==> src/rtl/arb_defs.svh <==
`ifndef ARB_DEFS_SVH
`define ARB_DEFS_SVH

// request synchroniser depth in flip-flops
`define ARB_SYNC_STAGES 2
// reset values of the grant, float and request outputs, active-low signals idle high
`define ARB_GRANT_N_RST 1'b1
`define ARB_FLOAT_RST   1'b0
`define ARB_REQ_N_RST   1'b1

`endif

==> src/rtl/arb_pkg.sv <==
package arb_pkg;
   typedef enum logic [2:0] {
      ARB_OWN,
      ARB_GRANT,
      ARB_HOLD,
      ARB_RETURN,
      ARB_SETTLE
   } arb_state_e;

   typedef enum logic [1:0] {
      EXT_IDLE,
      EXT_WAIT,
      EXT_OWN
   } ext_state_e;
endpackage

==> src/rtl/arb_link_if.sv <==
`timescale 1ns/1ps
interface arb_link_if;
   logic bus_request_n;
   logic bus_grant_n;
   logic address_strobe_n;
   logic cycle_ack_size_n;
   logic locked_cycle_n;
   logic bus_fault_in_n;

   modport cpu_end (
      input  bus_request_n,
      output bus_grant_n,
      output address_strobe_n,
      input  cycle_ack_size_n,
      output locked_cycle_n,
      input  bus_fault_in_n
   );

   modport ext_end (
      output bus_request_n,
      input  bus_grant_n,
      input  address_strobe_n,
      input  cycle_ack_size_n,
      input  locked_cycle_n,
      output bus_fault_in_n
   );
endinterface

==> src/rtl/cpu_bus_arbiter.sv <==
// Notes on behaviour
// - request may arrive during or between cycles
// - request synchronised within two clocks
// - pending internal cycle starts before grant
// - no grant while locked sequence runs
// - other party aborts lock with bus fault
// - master holds request throughout its ownership
// - master waits for grant and strobe negated
// - master waits acknowledge negated, no other owner
// - processor yields after started cycle completes
// - requests seen during reset, halt, double fault; reset here clears the synchroniser and state
// - idle state: own bus, no grant
// - request: state 1 then state 2
// - request gone: state 3, grant negated
// - state 4 then back to idle
// - state change on edge, grant follows
// - float after strobe and lock negated
// - drive again right after float release
// - wired-or request seen as one
// - requester arbitrates among several masters
// - three-wire peripheral adapted by and gate
`timescale 1ns/1ps
`include "arb_defs.svh"
module cpu_bus_arbiter (
   input  wire logic sys_clk,
   input  wire logic rst,
   arb_link_if.cpu_end link,
   // processor core side
   input  wire logic cycle_pending,
   input  wire logic cycle_locked,
   input  wire logic halted,
   output logic      cycle_started,
   output logic      cycle_busy,
   output logic      bus_float,
   output logic      arb_granted
);
   import arb_pkg::*;

   // -----------------------------------------------------------
   // request synchroniser
   // -----------------------------------------------------------
   logic [`ARB_SYNC_STAGES-1:0] req_sync_ff;
   wire                         req_sync;

   // first stage feeds only the second one
   always_ff @(posedge sys_clk) begin
      if (rst) begin
         req_sync_ff <= '0;
      end else begin
         req_sync_ff <= {req_sync_ff[0], ~link.bus_request_n};
      end
   end
   assign req_sync = req_sync_ff[`ARB_SYNC_STAGES-1];

   // -----------------------------------------------------------
   // processor bus cycle model
   // -----------------------------------------------------------
   logic as_ff;
   logic lock_ff;
   logic strobe_n_ff;
   logic lock_n_ff;
   logic t_ff;
   logic nxt_as;
   logic nxt_lock;
   wire  ack_seen;
   wire  start_cycle;
   wire  may_start;

   assign ack_seen  = ~link.cycle_ack_size_n | ~link.bus_fault_in_n;
   // a decided cycle may start even with a request pending, grant waits for it;
   // once the arbiter leaves idle no new cycle may start behind the grant
   assign may_start = ~t_ff & ~halted;
   assign start_cycle = cycle_pending & ~as_ff & may_start;

   always_comb begin
      nxt_as   = as_ff;
      nxt_lock = lock_ff;
      if (start_cycle) begin
         nxt_as = 1'b1;
         if (cycle_locked) begin
            nxt_lock = 1'b1;
         end
      end else if (as_ff & ack_seen) begin
         nxt_as = 1'b0;
         // fault aborts a locked sequence so the bus can be yielded
         if (~link.bus_fault_in_n | ~cycle_locked) begin
            nxt_lock = 1'b0;
         end
      end else if (~as_ff & (~cycle_locked | ~link.bus_fault_in_n)) begin
         // a fault also ends a lock held between cycles
         nxt_lock = 1'b0;
      end
   end

   always_ff @(posedge sys_clk) begin
      if (rst) begin
         as_ff       <= 1'b0;
         lock_ff     <= 1'b0;
         strobe_n_ff <= 1'b1;
         lock_n_ff   <= 1'b1;
      end else begin
         as_ff       <= nxt_as;
         lock_ff     <= nxt_lock;
         strobe_n_ff <= ~nxt_as;
         lock_n_ff   <= ~nxt_lock;
      end
   end

   // -----------------------------------------------------------
   // arbitration state machine
   // -----------------------------------------------------------
   arb_state_e state_ff;
   arb_state_e nxt_state;
   wire        grant_ok;

   // halt does not stop recognition; reset clears the synchroniser and the state
   assign grant_ok = req_sync & ~lock_ff & ~start_cycle;

   always_comb begin
      nxt_state = state_ff;
      case (state_ff)
         ARB_OWN: begin
            if (grant_ok) begin
               nxt_state = ARB_GRANT;
            end
         end
         ARB_GRANT: begin
            nxt_state = ARB_HOLD;
         end
         ARB_HOLD: begin
            if (~req_sync) begin
               nxt_state = ARB_RETURN;
            end
         end
         ARB_RETURN: begin
            nxt_state = ARB_SETTLE;
         end
         ARB_SETTLE: begin
            nxt_state = ARB_OWN;
         end
         default: begin
            nxt_state = ARB_OWN;
         end
      endcase
   end

   wire g_next;
   wire t_next;
   assign g_next = (nxt_state == ARB_GRANT) | (nxt_state == ARB_HOLD);
   assign t_next = (nxt_state != ARB_OWN);

   logic grant_n_ff;
   logic bus_float_ff;

   always_ff @(posedge sys_clk) begin
      if (rst) begin
         state_ff <= ARB_OWN;
         t_ff     <= 1'b0;
      end else begin
         state_ff <= nxt_state;
         t_ff     <= t_next;
      end
   end

   // grant pin moves on the falling edge after the state is entered
   always_ff @(negedge sys_clk) begin
      if (rst) begin
         grant_n_ff <= `ARB_GRANT_N_RST;
      end else begin
         grant_n_ff <= ~((state_ff == ARB_GRANT) | (state_ff == ARB_HOLD));
      end
   end

   // float waits for strobe and lock to drop; release is immediate
   always_ff @(posedge sys_clk) begin
      if (rst) begin
         bus_float_ff <= `ARB_FLOAT_RST;
      end else if (~t_next) begin
         bus_float_ff <= 1'b0;
      end else if (t_ff & ~as_ff & ~lock_ff) begin
         bus_float_ff <= 1'b1;
      end
   end

   logic started_ff;
   logic granted_ff;
   always_ff @(posedge sys_clk) begin
      if (rst) begin
         started_ff <= 1'b0;
         granted_ff <= 1'b0;
      end else begin
         started_ff <= start_cycle;
         granted_ff <= g_next;
      end
   end

   // -----------------------------------------------------------
   // outputs
   // -----------------------------------------------------------
   // active-low pins come from their own flops, no inverter after the register
   assign link.bus_grant_n      = grant_n_ff;
   assign link.address_strobe_n = strobe_n_ff;
   assign link.locked_cycle_n   = lock_n_ff;
   assign cycle_started         = started_ff;
   assign cycle_busy            = as_ff;
   assign bus_float             = bus_float_ff;
   assign arb_granted           = granted_ff;
endmodule

==> src/flat_wrapper.sv <==
// flat-port wrapper written by rule: the top's interface ports become plain ports
module cpu_bus_arbiter_flat import arb_pkg::*;
  (sys_clk, rst, cycle_pending, cycle_locked, halted, cycle_started, cycle_busy, bus_float, arb_granted, link_bus_request_n, link_bus_grant_n, link_address_strobe_n, link_cycle_ack_size_n, link_locked_cycle_n, link_bus_fault_in_n);
  arb_link_if link_i ();
  input  wire logic sys_clk;
  input  wire logic rst;
  input  wire logic cycle_pending;
  input  wire logic cycle_locked;
  input  wire logic halted;
  output logic cycle_started;
  output logic cycle_busy;
  output logic bus_float;
  output logic arb_granted;
  input wire logic [$bits(link_i.bus_request_n)-1:0] link_bus_request_n;
  output wire logic [$bits(link_i.bus_grant_n)-1:0] link_bus_grant_n;
  output wire logic [$bits(link_i.address_strobe_n)-1:0] link_address_strobe_n;
  input wire logic [$bits(link_i.cycle_ack_size_n)-1:0] link_cycle_ack_size_n;
  output wire logic [$bits(link_i.locked_cycle_n)-1:0] link_locked_cycle_n;
  input wire logic [$bits(link_i.bus_fault_in_n)-1:0] link_bus_fault_in_n;
  assign link_i.bus_request_n = link_bus_request_n;
  assign link_bus_grant_n = link_i.bus_grant_n;
  assign link_address_strobe_n = link_i.address_strobe_n;
  assign link_i.cycle_ack_size_n = link_cycle_ack_size_n;
  assign link_locked_cycle_n = link_i.locked_cycle_n;
  assign link_i.bus_fault_in_n = link_bus_fault_in_n;
  cpu_bus_arbiter u_core (.sys_clk(sys_clk), .rst(rst), .link(link_i), .cycle_pending(cycle_pending), .cycle_locked(cycle_locked), .halted(halted), .cycle_started(cycle_started), .cycle_busy(cycle_busy), .bus_float(bus_float), .arb_granted(arb_granted));
endmodule
==> config.mk <==
export PLATFORM = sky130hd
export DESIGN_NAME = cpu_bus_arbiter_flat
export DESIGN_NICKNAME = d
export VERILOG_FILES = /design/src/rtl/arb_pkg.sv /design/src/rtl/arb_link_if.sv /design/src/rtl/cpu_bus_arbiter.sv /design/src/flat_wrapper.sv
export VERILOG_INCLUDE_DIRS = /design/src /design/src/rtl
export SDC_FILE = /design/constraint.sdc
export NUM_CORES = 1
export LEC_CHECK = 0
export BUFFER_PORTS_ARGS = -buffer_cell sky130_fd_sc_hd__buf_4
export CORE_AREA = 2 2 40 42
export CTS_BUF_LIST = sky130_fd_sc_hd__clkbuf_8
export CTS_CLUSTER_SIZE = 12
export DETAILED_ROUTE_END_ITERATION = 8
export DIE_AREA = 0 0 42 44
export GPL_TIMING_DRIVEN = 0
export PLACE_DENSITY = 0.54
export SLEW_MARGIN = 5
export SYNTH_ARGS = -nofsm -noshare
export SYNTH_HDL_FRONTEND = slang
export SYNTH_SLANG_ARGS = --single-unit
==> constraint.sdc <==
create_clock -name sys_clk -period 2.95 [get_ports sys_clk]
set_input_delay 0 -clock sys_clk [delete_from_list [all_inputs] [get_ports sys_clk]]
set_output_delay 0 -clock sys_clk [all_outputs]
set_load 0.01 [all_outputs]
==> results by group <==
Floorplan
  • Die area: 1850 um2
  • Starting Density: between 30% and 40%
  • CORE AREA: 1420 um2
  • Die H: about 44 um
  • Die X: 42 um
  • Site Rows: 14
  • # IOs: 15

Synthesis
  • Most used DFF post-synth: dfxtp_1
  • Synth area leaders: dfxtp_1 58%, nor2_1 3.9%, a21o_2 3.6%
  • Most frequent cell after synthesis: dfxtp_1
  • Post-synth ARST share: 0%
  • Syn_area_per_cell: 10.5 um2
  • Post-Syn Area: 482 um2
  • Flops & latches, synth: 14
  • Unique cell type count in the Yosys netlist: 21
  • Post-Syn Nets: 54
  • Post-synth top area share: 58.2%
  • EDFF count, synth: 0
  • Post-synthesis sequential area ratio: 58.2%
  • Post-synth top cells: 14 x dfxtp_1, 5 x nor2_1, 4 x inv_1
  • Synth warnings: 0
  • Syn Inst Count: 46
  • Most area-hungry cell type in the Yosys netlist: dfxtp_1

Setup path
  • CP max stage delay: 450 ps
  • Critical Path Fanout Max: 7
  • Worst R2R Start: u_core.state_ff[1]
  • Worst Setup Start Kind: register
  • Setup crit start: u_core.state_ff[1]
  • Data required time at the worst endpoint: between 1500 and 2000 ps
  • Reg2reg setup slack: 650 ps
  • Critical path buffer and inverter count: 1
  • Reg2Reg Depth: 3
  • Crit Path Category: reg2reg
  • CP delay by family, top: flip-flops
  • Crit path max-delay cell type: dfxtp_1
  • Worst Path Arrival: 1030 ps
  • Cell Chain, Critical Path: xor2_1 > and2_1 > inv_1
  • Crit end category: register
  • Worst r2r dst: u_core.link.bus_grant_n

Route
  • DRT Pass-1 Iters: 3
  • ANT nets after route: 0
  • Vias: around 380
  • DRT Wirelength: just over 800 um
  • Post-DR wirelength/cell: roughly 9.8 um
  • Via/cell ratio: approximately 4.6
  • DRC Markers: 0
  • DR iter-0 viols: 3

STA
  • Final Slew Violations: 0
  • Setup violators final: 0
  • RSZ-0062 raised after global routing: false
  • Slew margin rel.: 75.2%
  • Final hold violation count: 0
  • Setup tns final: 0 ps
  • Clock skew: 65.0 ps
  • Measured slew at the worst slew-check pin: 367 ps
  • Post-route setup slack: 648 ps

Finish
  • # diodes: 0
  • # nets final: 76
  • Layout cells sized above 1: 34.3%
  • Layout overhead on the synthesized area: 43.6%

Pwr
  • Leak: a little over 0.3 nW
  • VDD IR max: about 0.0003 V
  • Cell Pwr Density: 631 nW/um2
  • Total Power: 0.437 mW

Clocking
  • Num Clock Sinks: 14
  • Clk Latency, worst-skew pair: 310 ps
  • H-tree levels: 1
  • Post-cts repair resize count: 0
  • Clock buffer count from CTS: 3
  • CTS tree: done
  • Clk root buf: clkbuf_8
  • # hold bufs at CTS: 3
  • Post-CTS Setup Inserts: 0
  • Reg clk slew, reported paths: about 60 ps
  • Maximum clock path buffer count: 2

Placed design
  • Place WS: 595 ps
  • Detailed placer's ending HPWL: just under 600 um
  • GP Congestion: 0.628
  • Number of port buffers: 14

GRT
  • Largest net degree at the start of global routing: 9
  • Vias in the first global route: 339
  • Total global-route track usage: 10.8%
  • Remaining global-route overflow: 0
  • First-pass GRT wire length: approximately 1.4 mm
  • Initial antenna violation count: 0

Job
  • Max Cap Viol: 0

Run status
  • Status: completed

Hold path
  • Hold Crit Depth: 3
  • Hold path startpoint: cycle_locked
  • Worst Hold Path EP: u_core.lock_ff
  • Hold crit path type: in2reg
## worst max-delay path by stage
stage	slack, ps	cells past startpoint	end
after global routing	590	3	u_core.link.bus_grant_n
final	650	3	u_core.link.bus_grant_n
after global placement	610	3	u_core.link.bus_grant_n
after detailed placement	590	3	u_core.link.bus_grant_n
after CTS	640	3	u_core.link.bus_grant_n
after floorplan	670	3	u_core.link.bus_grant_n
## cell type report
cell class / instances / area (um2)
tap: 16 / 20.0
inverter: 3 / 11.3
sequential: 14 / 280
clock buffer: 4 / 55.1
clock inverter: 1 / 3.75
multi-input combinational: 28 / 186
fill: 141 / 727
timing repair buffer: 17 / 135
## registers in the layout, summed over array words and instances, names as in the netlist
name and flops:
u_core.cycle_started 1, u_core.link.address_strobe_n 1, u_core.t_ff 1, u_core.link.bus_grant_n 1, u_core.req_sync_ff 2, u_core.arb_granted 1, u_core.link.locked_cycle_n 1, u_core.state_ff 3
u_core.lock_ff 1, u_core.cycle_busy 1, u_core.bus_float 1
## cells by family after synthesis
kind of cell	Yosys count	share of synthesized area, %
AO/OA/AOI/OAI	8	12.7
XOR/XNOR	1	1.82
buffers and inverters	4	3.12
flip-flops	14	58.2
AND/OR/NAND/NOR	19	24.2
## per-layer routing
metal | vias up | routed length, um | GRT usage, %
met2 | 13 | 345 | 15.0
met4 | 0 | 14 | 9.68
met1 | 168 | 397 | 13.8
li1 | 201 | - | -
met5 | - | 0 | 0
met3 | 2 | 52 | 2.50
## worst register-to-register path, stage by stage (launching register included)
cell     delay, ps
dfxtp_1        450
xor2_1         160
and2_1         150
inv_1           40
## placed cells by master (no fill, tap or decap)
cell type	count
nand4b_1	1
a31oi_1	1
nand3b_1	1
nor3_1	2
dlygate4sd3_1	3
dfxtp_1	14
buf_4	14
or3_1	1
or4b_4	1
and2_1	1
nor2b_1	1
nand2b_1	2
or2_2	1
a21o_2	2
and3_1	1
nand3_1	1
inv_1	4
clkbuf_8	4
nor4b_1	1
a21oi_1	3
a311oi_2	1
xor2_1	1
nor2_1	5
a211oi_1	1
## power by group
part / internal [mW] / switching, mW / leakage (nW)
registers: 0.198 / 0.00705 / 0.114
logic: 0.0252 / 0.0158 / 0.154
clock network: 0.120 / 0.0702 / 0.0341
## through the flow
stage               utilization (%)  cell area (um2)  std cells  hold WS [ps]
floorplan                         -              482         46          66.7
global placement               42.8              607         76           152
detailed placement             42.8              607         76           153
CTS                            48.8              692         83          57.4
global route                   48.8              692         83          61.4
finish                         48.8              692         83          61.0
Note: power is estimated with default switching activity, not from simulation.
